$ cat src/common/cpu_register_array_pkg.sv
// Summary of operation
// (RULE1) Instruction pointer is 16 bits and steps by one after driving a fetch address.
// (RULE2) A taken jump, call or return loads the pointer instead of the increment.
// (RULE3) Stack pointer drops before each pushed byte, rises after each popped byte.
// (RULE4) Stack lives in external memory, last-in first-out, pointer marks its top.
// (RULE5) Two independent 16-bit index bases, either may serve indexed addressing.
// (RULE6) Indexed address is chosen base plus a signed displacement byte.
// (RULE7) Mode-2 table pointer is page register high byte, peripheral byte low.
// (RULE8) The interrupting peripheral supplies an even vector byte.
// (RULE9) Indirect call reads routine low byte at the even slot, high byte next.
// (RULE10) An 8-bit refresh counter steps after every opcode fetch.
// (RULE11) Refresh counter goes out on the low address byte with refresh strobe.
// (RULE12) Refresh fits inside the fetch and adds no cycles.
// (RULE13) Register port can both load and read the refresh counter.
// (RULE14) Six dedicated registers: two of 8 bits, four of 16 bits.
// (RULE15) Sixteen 8-bit working registers: main and alternate sets.
// (RULE16) Only one copy of each pair is visible; the other is kept.
// (RULE17) Accumulator-flags exchange swaps those two with their alternates.
// (RULE18) General exchange swaps the six general registers only.
// (RULE19) Refresh strobe low for the third and fourth fetch states, page on high byte.
// (RULE20) Mode-2 uses one vector strobe to read the low vector byte.
// (RULE21) Two independent selector bits track the active sets.
package cpu_register_array_pkg;
  localparam int ADDR_W = 16;
  localparam int DATA_W = 8;
  localparam int GEN_NUM = 6;
  localparam int GEN_IDX_W = 3;
  localparam int SETS = 2;
  localparam logic [ADDR_W-1:0] WIDE_ONE = 16'h0001;
  localparam logic [ADDR_W-1:0] WIDE_RST = 16'h0000;
  localparam logic [DATA_W-1:0] BYTE_ONE = 8'h01;
  localparam logic [DATA_W-1:0] BYTE_RST = 8'h00;
  localparam logic [DATA_W-1:0] BYTE_ZERO = 8'h00;

  typedef enum logic [2:0] {
    OP_NONE = 3'h0,
    OP_FETCH = 3'h1,
    OP_JUMP = 3'h2,
    OP_PUSH = 3'h3,
    OP_POP = 3'h4,
    OP_INDEX = 3'h5,
    OP_VECTOR = 3'h6
  } op_t;

  typedef enum logic [3:0] {
    SEL_B = 4'h0,
    SEL_C = 4'h1,
    SEL_D = 4'h2,
    SEL_E = 4'h3,
    SEL_H = 4'h4,
    SEL_L = 4'h5,
    SEL_ACC = 4'h6,
    SEL_FLAGS = 4'h7,
    SEL_PAGE = 4'h8,
    SEL_REFRESH = 4'h9,
    SEL_COUNTER = 4'hA,
    SEL_STACK = 4'hB,
    SEL_INDEX1 = 4'hC,
    SEL_INDEX2 = 4'hD
  } reg_sel_t;

  typedef enum logic [11:0] {
    S_IDLE = 12'h001,
    S_FETCH = 12'h002,
    S_RFSH1 = 12'h004,
    S_RFSH2 = 12'h008,
    S_READ = 12'h010,
    S_RDATA = 12'h020,
    S_ACK = 12'h040,
    S_VBYTE = 12'h080,
    S_TLO = 12'h100,
    S_TLOD = 12'h200,
    S_THI = 12'h400,
    S_THID = 12'h800
  } state_t;

  typedef struct packed {
    op_t op;
    logic [ADDR_W-1:0] data;
    logic index_sel;
    logic [DATA_W-1:0] disp;
  } cmd_t;

  typedef struct packed {
    logic wr_en;
    reg_sel_t sel;
    logic [ADDR_W-1:0] wdata;
    logic swap_accumulator_flags_pair;
    logic swap_general_sets;
  } reg_port_t;

  typedef struct packed {
    logic [ADDR_W-1:0] addr;
    logic rd_en;
    logic wr_en;
    logic [DATA_W-1:0] wdata;
    logic refresh_strobe_n;
    logic vector_fetch_strobe_n;
    logic opcode_fetch_cycle;
  } bus_t;

  localparam bus_t BUS_IDLE = '{
    addr: WIDE_RST,
    rd_en: 1'b0,
    wr_en: 1'b0,
    wdata: BYTE_RST,
    refresh_strobe_n: 1'b1,
    vector_fetch_strobe_n: 1'b1,
    opcode_fetch_cycle: 1'b0
  };
endpackage

$ cat src/hdl/cpu_register_array.sv
`timescale 1ns/1ns
module cpu_register_array (
  input wire logic CLK,
  input wire logic ARST_N,
  input cpu_register_array_pkg::cmd_t CMD,
  input cpu_register_array_pkg::reg_port_t REGP,
  input wire logic [cpu_register_array_pkg::DATA_W-1:0] MEM_RDATA,
  output cpu_register_array_pkg::bus_t BUS,
  output logic BUSY,
  output logic [cpu_register_array_pkg::DATA_W-1:0] RD_DATA,
  output logic RD_DONE,
  output logic [cpu_register_array_pkg::ADDR_W-1:0] REG_RDATA
);
  import cpu_register_array_pkg::*;

  // ----------------------------------------
  // Sign extension of a displacement byte
  // ----------------------------------------
  function automatic logic [ADDR_W-1:0] sext16(input logic [DATA_W-1:0] b);
    sext16 = {{(ADDR_W-DATA_W){b[DATA_W-1]}}, b};
  endfunction

  // ----------------------------------------
  // State
  // ----------------------------------------
  state_t state, next_state;
  logic [ADDR_W-1:0] program_counter, next_program_counter; // RULE14
  logic [ADDR_W-1:0] stack_top_pointer, next_stack_top_pointer; // RULE14
  logic [ADDR_W-1:0] first_index_base, next_first_index_base; // RULE14
  logic [ADDR_W-1:0] second_index_base, next_second_index_base; // RULE14
  logic [DATA_W-1:0] irq_page, next_irq_page; // RULE14
  logic [DATA_W-1:0] refresh_count, next_refresh_count; // RULE14
  logic [DATA_W-1:0] acc_bank [SETS]; // RULE15
  logic [DATA_W-1:0] next_acc_bank [SETS];
  logic [DATA_W-1:0] flag_bank [SETS]; // RULE15
  logic [DATA_W-1:0] next_flag_bank [SETS];
  logic [DATA_W-1:0] gen_bank [SETS][GEN_NUM]; // RULE15
  logic [DATA_W-1:0] next_gen_bank [SETS][GEN_NUM];
  logic af_sel, next_af_sel; // RULE21
  logic gen_sel, next_gen_sel; // RULE21
  logic [DATA_W-1:0] table_lo, next_table_lo;
  logic pop_pend, next_pop_pend;
  bus_t next_bus;
  logic next_busy;
  logic [DATA_W-1:0] next_rd_data;
  logic next_rd_done;
  logic [ADDR_W-1:0] next_reg_rdata;

  // ----------------------------------------
  // Next-value logic
  // ----------------------------------------
  always_comb begin
    next_state = state;
    next_program_counter = program_counter;
    next_stack_top_pointer = stack_top_pointer;
    next_first_index_base = first_index_base;
    next_second_index_base = second_index_base;
    next_irq_page = irq_page;
    next_refresh_count = refresh_count;
    next_acc_bank = acc_bank;
    next_flag_bank = flag_bank;
    next_gen_bank = gen_bank;
    next_af_sel = af_sel;
    next_gen_sel = gen_sel;
    next_table_lo = table_lo;
    next_pop_pend = pop_pend;
    next_bus = BUS;
    next_bus.rd_en = 1'b0;
    next_bus.wr_en = 1'b0;
    next_bus.vector_fetch_strobe_n = 1'b1;
    next_rd_data = RD_DATA;
    next_rd_done = 1'b0;
    next_reg_rdata = REG_RDATA;

    // Set exchanges
    if (REGP.swap_accumulator_flags_pair) begin
      next_af_sel = ~af_sel; // RULE17 RULE21
    end
    if (REGP.swap_general_sets) begin
      next_gen_sel = ~gen_sel; // RULE18 RULE21
    end

    // Register port write, into the visible copy only
    if (REGP.wr_en) begin
      unique case (REGP.sel)
        SEL_B, SEL_C, SEL_D, SEL_E, SEL_H, SEL_L: begin
          next_gen_bank[gen_sel][REGP.sel[GEN_IDX_W-1:0]] = REGP.wdata[DATA_W-1:0]; // RULE16
        end
        SEL_ACC: begin
          next_acc_bank[af_sel] = REGP.wdata[DATA_W-1:0]; // RULE16
        end
        SEL_FLAGS: begin
          next_flag_bank[af_sel] = REGP.wdata[DATA_W-1:0]; // RULE16
        end
        SEL_PAGE: begin
          next_irq_page = REGP.wdata[DATA_W-1:0];
        end
        SEL_REFRESH: begin
          next_refresh_count = REGP.wdata[DATA_W-1:0]; // RULE13
        end
        SEL_COUNTER: begin
          next_program_counter = REGP.wdata;
        end
        SEL_STACK: begin
          next_stack_top_pointer = REGP.wdata;
        end
        SEL_INDEX1: begin
          next_first_index_base = REGP.wdata; // RULE5
        end
        SEL_INDEX2: begin
          next_second_index_base = REGP.wdata; // RULE5
        end
        default: begin
        end
      endcase
    end

    // Register port read, of the visible copy
    unique case (REGP.sel)
      SEL_B, SEL_C, SEL_D, SEL_E, SEL_H, SEL_L: begin
        next_reg_rdata = {BYTE_ZERO, gen_bank[gen_sel][REGP.sel[GEN_IDX_W-1:0]]}; // RULE16
      end
      SEL_ACC: begin
        next_reg_rdata = {BYTE_ZERO, acc_bank[af_sel]}; // RULE16
      end
      SEL_FLAGS: begin
        next_reg_rdata = {BYTE_ZERO, flag_bank[af_sel]}; // RULE16
      end
      SEL_PAGE: begin
        next_reg_rdata = {BYTE_ZERO, irq_page};
      end
      SEL_REFRESH: begin
        next_reg_rdata = {BYTE_ZERO, refresh_count}; // RULE13
      end
      SEL_COUNTER: begin
        next_reg_rdata = program_counter;
      end
      SEL_STACK: begin
        next_reg_rdata = stack_top_pointer;
      end
      SEL_INDEX1: begin
        next_reg_rdata = first_index_base;
      end
      SEL_INDEX2: begin
        next_reg_rdata = second_index_base;
      end
      default: begin
        next_reg_rdata = WIDE_RST;
      end
    endcase

    // Sequencer
    unique case (state)
      S_IDLE: begin
        unique case (CMD.op)
          OP_FETCH: begin
            next_bus.addr = program_counter;
            next_bus.rd_en = 1'b1;
            next_bus.opcode_fetch_cycle = 1'b1;
            next_program_counter = program_counter + WIDE_ONE; // RULE1
            next_state = S_FETCH;
          end
          OP_JUMP: begin
            next_program_counter = CMD.data; // RULE2
          end
          OP_PUSH: begin
            next_stack_top_pointer = stack_top_pointer - WIDE_ONE; // RULE3
            next_bus.addr = stack_top_pointer - WIDE_ONE; // RULE4
            next_bus.wr_en = 1'b1;
            next_bus.wdata = CMD.data[DATA_W-1:0];
          end
          OP_POP: begin
            next_bus.addr = stack_top_pointer; // RULE4
            next_bus.rd_en = 1'b1;
            next_pop_pend = 1'b1;
            next_state = S_READ;
          end
          OP_INDEX: begin
            if (CMD.index_sel) begin
              next_bus.addr = second_index_base + sext16(CMD.disp); // RULE5 RULE6
            end else begin
              next_bus.addr = first_index_base + sext16(CMD.disp); // RULE5 RULE6
            end
            next_bus.rd_en = 1'b1;
            next_state = S_READ;
          end
          OP_VECTOR: begin
            next_bus.vector_fetch_strobe_n = 1'b0; // RULE20
            next_state = S_ACK;
          end
          OP_NONE: begin
          end
          default: begin
          end
        endcase
      end
      S_FETCH: begin
        next_bus.addr = {irq_page, refresh_count}; // RULE11 RULE19
        next_bus.refresh_strobe_n = 1'b0; // RULE19
        next_state = S_RFSH1;
      end
      S_RFSH1: begin
        next_rd_data = MEM_RDATA;
        next_rd_done = 1'b1;
        next_state = S_RFSH2;
      end
      S_RFSH2: begin
        next_bus.refresh_strobe_n = 1'b1; // RULE12
        next_bus.opcode_fetch_cycle = 1'b0;
        next_refresh_count = refresh_count + BYTE_ONE; // RULE10
        next_state = S_IDLE;
      end
      S_READ: begin
        next_state = S_RDATA;
      end
      S_RDATA: begin
        next_rd_data = MEM_RDATA;
        next_rd_done = 1'b1;
        if (pop_pend) begin
          next_stack_top_pointer = stack_top_pointer + WIDE_ONE; // RULE3
        end
        next_pop_pend = 1'b0;
        next_state = S_IDLE;
      end
      S_ACK: begin
        next_state = S_VBYTE;
      end
      S_VBYTE: begin
        next_bus.addr = {irq_page, MEM_RDATA}; // RULE7 RULE8
        next_bus.rd_en = 1'b1;
        next_state = S_TLO;
      end
      S_TLO: begin
        next_state = S_TLOD;
      end
      S_TLOD: begin
        next_table_lo = MEM_RDATA; // RULE9
        next_bus.addr = BUS.addr + WIDE_ONE; // RULE9
        next_bus.rd_en = 1'b1;
        next_state = S_THI;
      end
      S_THI: begin
        next_state = S_THID;
      end
      S_THID: begin
        next_program_counter = {MEM_RDATA, table_lo}; // RULE9
        next_state = S_IDLE;
      end
    endcase
    next_busy = (next_state != S_IDLE);
  end

  // ----------------------------------------
  // Registers
  // ----------------------------------------
  always_ff @(posedge CLK or negedge ARST_N) begin
    if (!ARST_N) begin
      state <= S_IDLE;
      program_counter <= WIDE_RST;
      stack_top_pointer <= WIDE_RST;
      first_index_base <= WIDE_RST;
      second_index_base <= WIDE_RST;
      irq_page <= BYTE_RST;
      refresh_count <= BYTE_RST;
      for (int s = 0; s < SETS; s++) begin
        acc_bank[s] <= BYTE_RST;
        flag_bank[s] <= BYTE_RST;
        for (int g = 0; g < GEN_NUM; g++) begin
          gen_bank[s][g] <= BYTE_RST;
        end
      end
      af_sel <= 1'b0;
      gen_sel <= 1'b0;
      table_lo <= BYTE_RST;
      pop_pend <= 1'b0;
      BUS <= BUS_IDLE;
      BUSY <= 1'b0;
      RD_DATA <= BYTE_RST;
      RD_DONE <= 1'b0;
      REG_RDATA <= WIDE_RST;
    end else begin
      state <= next_state;
      program_counter <= next_program_counter;
      stack_top_pointer <= next_stack_top_pointer;
      first_index_base <= next_first_index_base;
      second_index_base <= next_second_index_base;
      irq_page <= next_irq_page;
      refresh_count <= next_refresh_count;
      acc_bank <= next_acc_bank;
      flag_bank <= next_flag_bank;
      gen_bank <= next_gen_bank;
      af_sel <= next_af_sel;
      gen_sel <= next_gen_sel;
      table_lo <= next_table_lo;
      pop_pend <= next_pop_pend;
      BUS <= next_bus;
      BUSY <= next_busy;
      RD_DATA <= next_rd_data;
      RD_DONE <= next_rd_done;
      REG_RDATA <= next_reg_rdata;
    end
  end
endmodule

$ cat config.mk
export PLATFORM = sky130hd
export DESIGN_NAME = cpu_register_array
export DESIGN_NICKNAME = d
export VERILOG_FILES = /design/src/common/cpu_register_array_pkg.sv /design/src/hdl/cpu_register_array.sv
export SDC_FILE = /design/constraint.sdc
export NUM_CORES = 1
export LEC_CHECK = 0
export BUFFER_PORTS_ARGS = -buffer_cell sky130_fd_sc_hd__buf_2
export CORE_MARGIN = 3
export CORE_UTILIZATION = 60
export DETAILED_ROUTE_END_ITERATION = 12
export GPL_TIMING_DRIVEN = 0
export PLACE_DENSITY = 0.77
export SYNTH_ARGS = -nofsm -noshare
export SYNTH_HDL_FRONTEND = slang
export SYNTH_SLANG_ARGS = --single-unit
$ cat constraint.sdc
create_clock -name CLK -period 3.48 [get_ports CLK]
set_clock_uncertainty 0.1 [all_clocks]
set_input_delay 0.696 -clock CLK [delete_from_list [all_inputs] [get_ports CLK]]
set_output_delay 0.696 -clock CLK [all_outputs]
set_load 0.02 [all_outputs]
# == Yosys cells after proc, flatten, opt, wreduce, memory -nomap -nowiden ==
# Index checks and enable logic that the tools add are counted.
# word_totals
regBits,286
# op_classes
addsub,7
bitwise,5
eq_ne,35
mux,51
n_reduce_logical,27
order_cmp,6
# ops
cell,n
2-to-1 mux 48 bit,4
case mux 16 bit (9 select lines),1
case mux 16 bit (4 select lines),2
case mux 12 bit (10 select lines),1
2-to-1 mux 16 bit,7
2-to-1 mux 8 bit,13
bitwise mux 96 bit,1
case mux 16 bit (2 select lines),3
"adder 16 x 1 -> 16 bit, second input constant",3
demux 48 bit (select 1 bit),1
case mux 12 bit (3 select lines),1
adder 16 bit,2
bitwise mux 16 bit,2
binary-select mux 8 bit (select 3 bit),1
demux 8 bit (select 3 bit),1
"equality test 4 bit, second input constant",6
AND reduction 2 bit,11
2-to-1 mux 9 bit,2
"equality test 4 x 3 -> 1 bit, second input constant",4
"subtractor 16 x 1 -> 16 bit, second input constant",1
"equality test 12 x 1 -> 1 bit, second input constant",1
"equality test 12 x 10 -> 1 bit, second input constant",1
"equality test 12 x 11 -> 1 bit, second input constant",1
"equality test 12 bit, second input constant",1
other kinds (34),60

# == Depth between registers and ports, before layout ==
# depth
ltp_word,8
mapped_depth,11
depth_no_buf,9

# == Least setup slack after synthesis ==
# OpenSTA, ideal clock, no wires.
# synth_timing
kind,input -> register
from,in CMD[8] (netlist bit)
to,reg BUS[23] (netlist bit)
n_path_buf,2
stages,11
arrival_ns,3.367
slack_ns,-0.065
path_cell_list,clkbuf_1 clkbuf_1 mux2_2 ha_1 fa_1 a21oi_1 o221ai_1 and2_1 a2111oi_0 nand3b_1 a21oi_1
# synth_via
elab_chain_len,3
# synth_rtl
item,line_no,rtl
"start, declared",cpu_register_array.sv:5,"input cpu_register_array_pkg::cmd_t CMD,"
2-to-1 mux 16 bit,cpu_register_array.sv:179,if (CMD.index_sel) begin
case mux 16 bit (4 select lines),cpu_register_array.sv:155,unique case (CMD.op)
case mux 16 bit (4 select lines),cpu_register_array.sv:153,unique case (state)
"end signal, assigned",cpu_register_array.sv:296,BUS <= next_bus;
"end, declared",cpu_register_array.sv:8,"output cpu_register_array_pkg::bus_t BUS,"
# Every way passes these cells.
# A chain may end at the register's enable or synchronous reset.

# == Worst setup path after layout ==
# layout_timing
from,reg stack_top_pointer[0]
to,reg BUS[23] (netlist bit)
# layout_via
elab_chain_len,3
# layout_rtl
item,line_no,rtl
"start, declared",cpu_register_array.sv:28,"logic [ADDR_W-1:0] stack_top_pointer, next_stack_top_pointer;"
"start signal, assigned",cpu_register_array.sv:284,stack_top_pointer <= next_stack_top_pointer;
subtractor 16 x 1 -> 16 bit,cpu_register_array.sv:168,next_bus.addr = stack_top_pointer - WIDE_ONE;
case mux 16 bit (4 select lines),cpu_register_array.sv:155,
case mux 16 bit (4 select lines),cpu_register_array.sv:153,
# Every way passes these cells.

==> results.md <==
- The flow ran to the end, and the final reports show no timing, DRC or antenna violations.
- The number of global-route vias before repair was 14136.
- Setup repair after global routing could not meet its margin everywhere.
- Cells with a size suffix above 1 make up 25.3% of the layout.
- The number of nets produced by synthesis is 1723.
- The final critical-path required period is 3.39 ns.
- The first-pass GRT wire length is 87100 um.
- Before antenna repair, the detailed router went through 8 iterations.
- The kind of critical path is register to register.
- The worst-case vdd ir drop is slightly above 0.6 mV.
- For this run, global-route usage on met1 was measured as between 50% and 60%.
- The number of fill cells is 2086.
- Max-cap violations in this run came to 0.
- Timing analysis after detailed placement gives a worst setup slack of -0.793 ns.
- The initial standard-cell utilization of the core is between 60 and 70%.
- The number of I/O port buffers is 112.
- The cell area after synthesis is 16600 sq um.
- Headroom to the max-slew limit came out at 18.3%.
- Derived from the worst setup path, the maximum achievable clock frequency is 295 MHz.
- At the worst endpoint, the required time is 3.83 ns.
- The post-route clock period utilization is a little over nine tenths.
- The register area share after synthesis is 43.1%.
- By area the synthesized netlist is led by sky130_fd_sc_hd__dfrtp_1 (43%), sky130_fd_sc_hd__mux2_2 (15%), sky130_fd_sc_hd__nand2_1 (3.4%).
- After the first detailed-routing iteration, the DRC count stood at 1842.
- In the final routed layout, each cell accounts on average for 26.8 um.
- The area share of the largest cell type after synthesis is a little over two fifths.
- The worst hold-check slack is 0.0776 ns.
- For this run, asynchronously set or reset flops after synthesis account for between 90% and 100%.
- The number of enable-type register cells in the synthesized netlist is 0.
- The HPWL after detailed placement is between 40000 and 50000 um.
- The overall die height is between 150 and 200 um.
- The fraction of met3 tracks used by global routing is 11.4%.
- Using the TritonRoute via totals, the vias-per-cell ratio works out to 6.78.
- The count of unique library cells instantiated by Yosys is 84.
- The number of antenna violations at the first check in global routing is 3.
- For this run, the share of the core covered by cells in the final layout is 69.4%.
- The root buffer cell is sky130_fd_sc_hd__clkbuf_16.
- The die span in x is 172 um.
- The worst path setup slack after routing is between 0.08 and 0.09 ns.
- Global routing used 57.5% of the available met2 tracks.
- The layer carrying the most global-route usage is met2.
- The final total negative setup slack is 0 ns.
- Data arrives at the worst endpoint at ~3.7 ns.
- The post-route cell area is 18800 sq um.
- For this run, the number of Yosys warnings is 0.
- The cell type with the highest aggregate area in the netlist is sky130_fd_sc_hd__dfrtp_1.
- The number of setup violations in the final report is 0.
- Along the worst path, the maximum fanout reaches 10.
- The global-route usage over all layers is 38.8%.
- The H-tree depth reported by CTS is 1.
- The count of clock tree sinks is between 200 and 300.
- The CTS tree is yes.
- Global routing finished with a remaining overflow of 0.
- The average size of a mapped cell is 10.1 sq um.
- The synthesis-to-finish area growth is 13.1%.
- The die area is 29700 sq um.
- The number of clock buffers added by TritonCTS is 31.
- The number of pins exceeding their max-slew limit in the final report was 0.
- The tightest min-delay check is of the input port to async pin type.
- The number of placed I/O pins is 116.
- Across all register-to-register paths, the minimum setup slack is 0.09 ns.
- At the later pin of the worst-skew pair, clock insertion delay measures 0.57 ns.
- The post-synthesis register bit count is 286.
- For the worst flop-to-flop path, the logic depth is 9.
- The critical path capture point type is a register.
- In this run the critical register-to-register path is launched from stack_top_pointer[0].
- The placeable core region is roughly 27000 sq um.
- In this run the static leakage power is 8.39 nW.
- The quantity of hold-fixing buffers added after cts is 0.
- The power density normalized to cell area is between 800 and 900 nW/um^2.
- The worst setup path is launched from a register.
- The placed standard-cell area is 17700 sq um.
- The total wire length is 58600 um.
- For this run, design rule violations remaining after detail routing come to 0.
- After clock tree synthesis, the clock-pin slew on the worst setup and hold paths is 0.07 ns.
- The longest clock path from root to sink contains 3 buffers.
- The total number of nets in the final design is about 1900.
- Once detail routing completed, the nets flagged for antenna violations numbered 0.
- The endpoint identified for the worst register-to-register timing path is BUS[23].
- The transition time at the pin with the least slew margin is 1.22 ns.
- The congestion estimate from routability-driven global placement came to 1.03.
- Synthesis produced 1641 cells.
- The floorplan has 60 rows.
- The number of failing hold endpoints at the final stage was 0.
- The maximum number of pins on one net before global-route repair is 112.
- The total via count in the routed design is ~15000.
- Among all flip-flop cells after synthesis, the most frequent one is sky130_fd_sc_hd__dfrtp_1.
[what timing repair did]
item / 4_1_cts / 5_1_grt
buffers inserted: 0 / 0
gates resized for setup: 2 / 6
endpoints found under the setup margin: 7 / 7
pin swaps: 0 / 1
[report_power, final]
part | leakage (nW) | switching [mW] | total (mW) | internal (mW)
Sequential | 3.58 | 1.11 | 5.74 | 4.62
Clock | 0.507 | 1.41 | 3.39 | 1.98
Combinational | 4.31 | 3.93 | 6.73 | 2.80
Total | 8.39 | 6.45 | 15.8 | 9.39
[per-stage QoR]
step | instances | total power, mW
6_report | 2182 | 15.8
4_1_cts | 2181 | 15.6
3_5_place_dp | 2127 | 12.2
3_3_place_gp | 2125 | 12.0
5_1_grt | 2181 | 16.6
2_1_floorplan | 1641 | 10.0
[logic make-up (layout without fill, tap and decap cells)]
family                     count (synthesis)  in the layout  synth area share (%)
AOI/OAI and AO/OA                        373            373                  15.2
DFF                                      286            286                  43.1
xor gates and xnor gates                  44             44                  2.32
adders and majority gates                 21             21                  1.63
muxes                                    276            276                  19.5
buffers and inverters                    151            319                  3.71
and+or+nand+nor                          490            490                  14.6
other                                      0              1                     0
[synthesized netlist by cell type (all sizes together) (7+ instances only)]
master / n
dfrtp: 283
mux2: 218
nand2: 151
nor2: 115
clkbuf: 110
o21ai: 95
a21oi: 80
nand3: 45
mux2i: 42
a221oi: 40
nor3: 35
xor2: 25
a22oi: 24
and3: 22
nor4: 22
inv: 21
ha: 20
buf: 19
xnor2: 19
mux4: 16
nand4: 16
o22ai: 14
a31oi: 13
a222oi: 12
nor2b: 12
or3: 12
or4: 11
a211oi: 9
a21o: 8
nand2b: 8
o221ai: 7
[worst max-delay path by stage]
stage                               startpoint           end  slack (ns)  depth (start not counted)
after global routing                    CMD[8]       BUS[27]       -0.01                         11
after global placement                  ARST_N  gen_bank[47]       -3.62                          1
final                     stack_top_pointer[0]       BUS[23]        0.09                          9
after CTS                               CMD[8]       BUS[23]        0.07                         11
after detailed placement                CMD[8]       BUS[27]       -0.79                         11
after floorplan                         CMD[8]       BUS[23]        0.05                         11
[sequential cells by signal (all words and copies together), names as in the netlist, 8 cells and up]
name	count
irq_page	8
gen_bank	96
stack_top_pointer	16
BUS	29
RD_DATA	8
acc_bank	16
second_index_base	16
state	12
program_counter	16
first_index_base	16
flag_bank	16
refresh_count	8
table_lo	8
REG_RDATA	16
[metal layers]
layer,share of wire [%],vias up
li1,-,6423
met1,41,7344
met2,43,866
met3,11,159
met4,4.4,4
met5,0.039,-
[critical path: stages (launching register included)]
cell and delay (ns):
sky130_fd_sc_hd__dfrtp_1 0.39, sky130_fd_sc_hd__clkbuf_1 0.24, sky130_fd_sc_hd__inv_1 0.15, sky130_fd_sc_hd__ha_1 0.30, sky130_fd_sc_hd__or3b_2 0.53, sky130_fd_sc_hd__nor3_1 0.69, sky130_fd_sc_hd__a41o_1 0.27, sky130_fd_sc_hd__a211oi_1 0.06
sky130_fd_sc_hd__a2111oi_0 0.41, sky130_fd_sc_hd__a21oi_1 0.12
[area by class of cell]
type	count	area, sq um	area share [%]
antenna	1	2.50	0.0133
inverter	22	82.6	0.439
multi-input combinational	1204	8880	47.2
sequential	286	7160	38.1
tap	372	465	2.48
buffer	129	539	2.87
timing repair buffer	114	626	3.33
clock inverter	16	180	0.958
clock buffer	38	862	4.59
[placed cells by master (no fill, tap or decap), drive strengths merged, types with 14 or more instances in the layout]
| cell type | instances |
|---|---|
| nor2 | 115 |
| mux2 | 218 |
| nor4 | 22 |
| a221oi | 40 |
| xor2 | 25 |
| nor3 | 35 |
| ha | 20 |
| a21oi | 80 |
| o22ai | 14 |
| inv | 24 |
| nand3 | 45 |
| mux4 | 16 |
| buf | 134 |
| nand2 | 151 |
| o21ai | 95 |
| clkbuf | 147 |
| and3 | 22 |
| a22oi | 24 |
| xnor2 | 19 |
| nand4 | 16 |
| dfrtp | 283 |
| mux2i | 42 |
(Power assumes the default switching activity.)
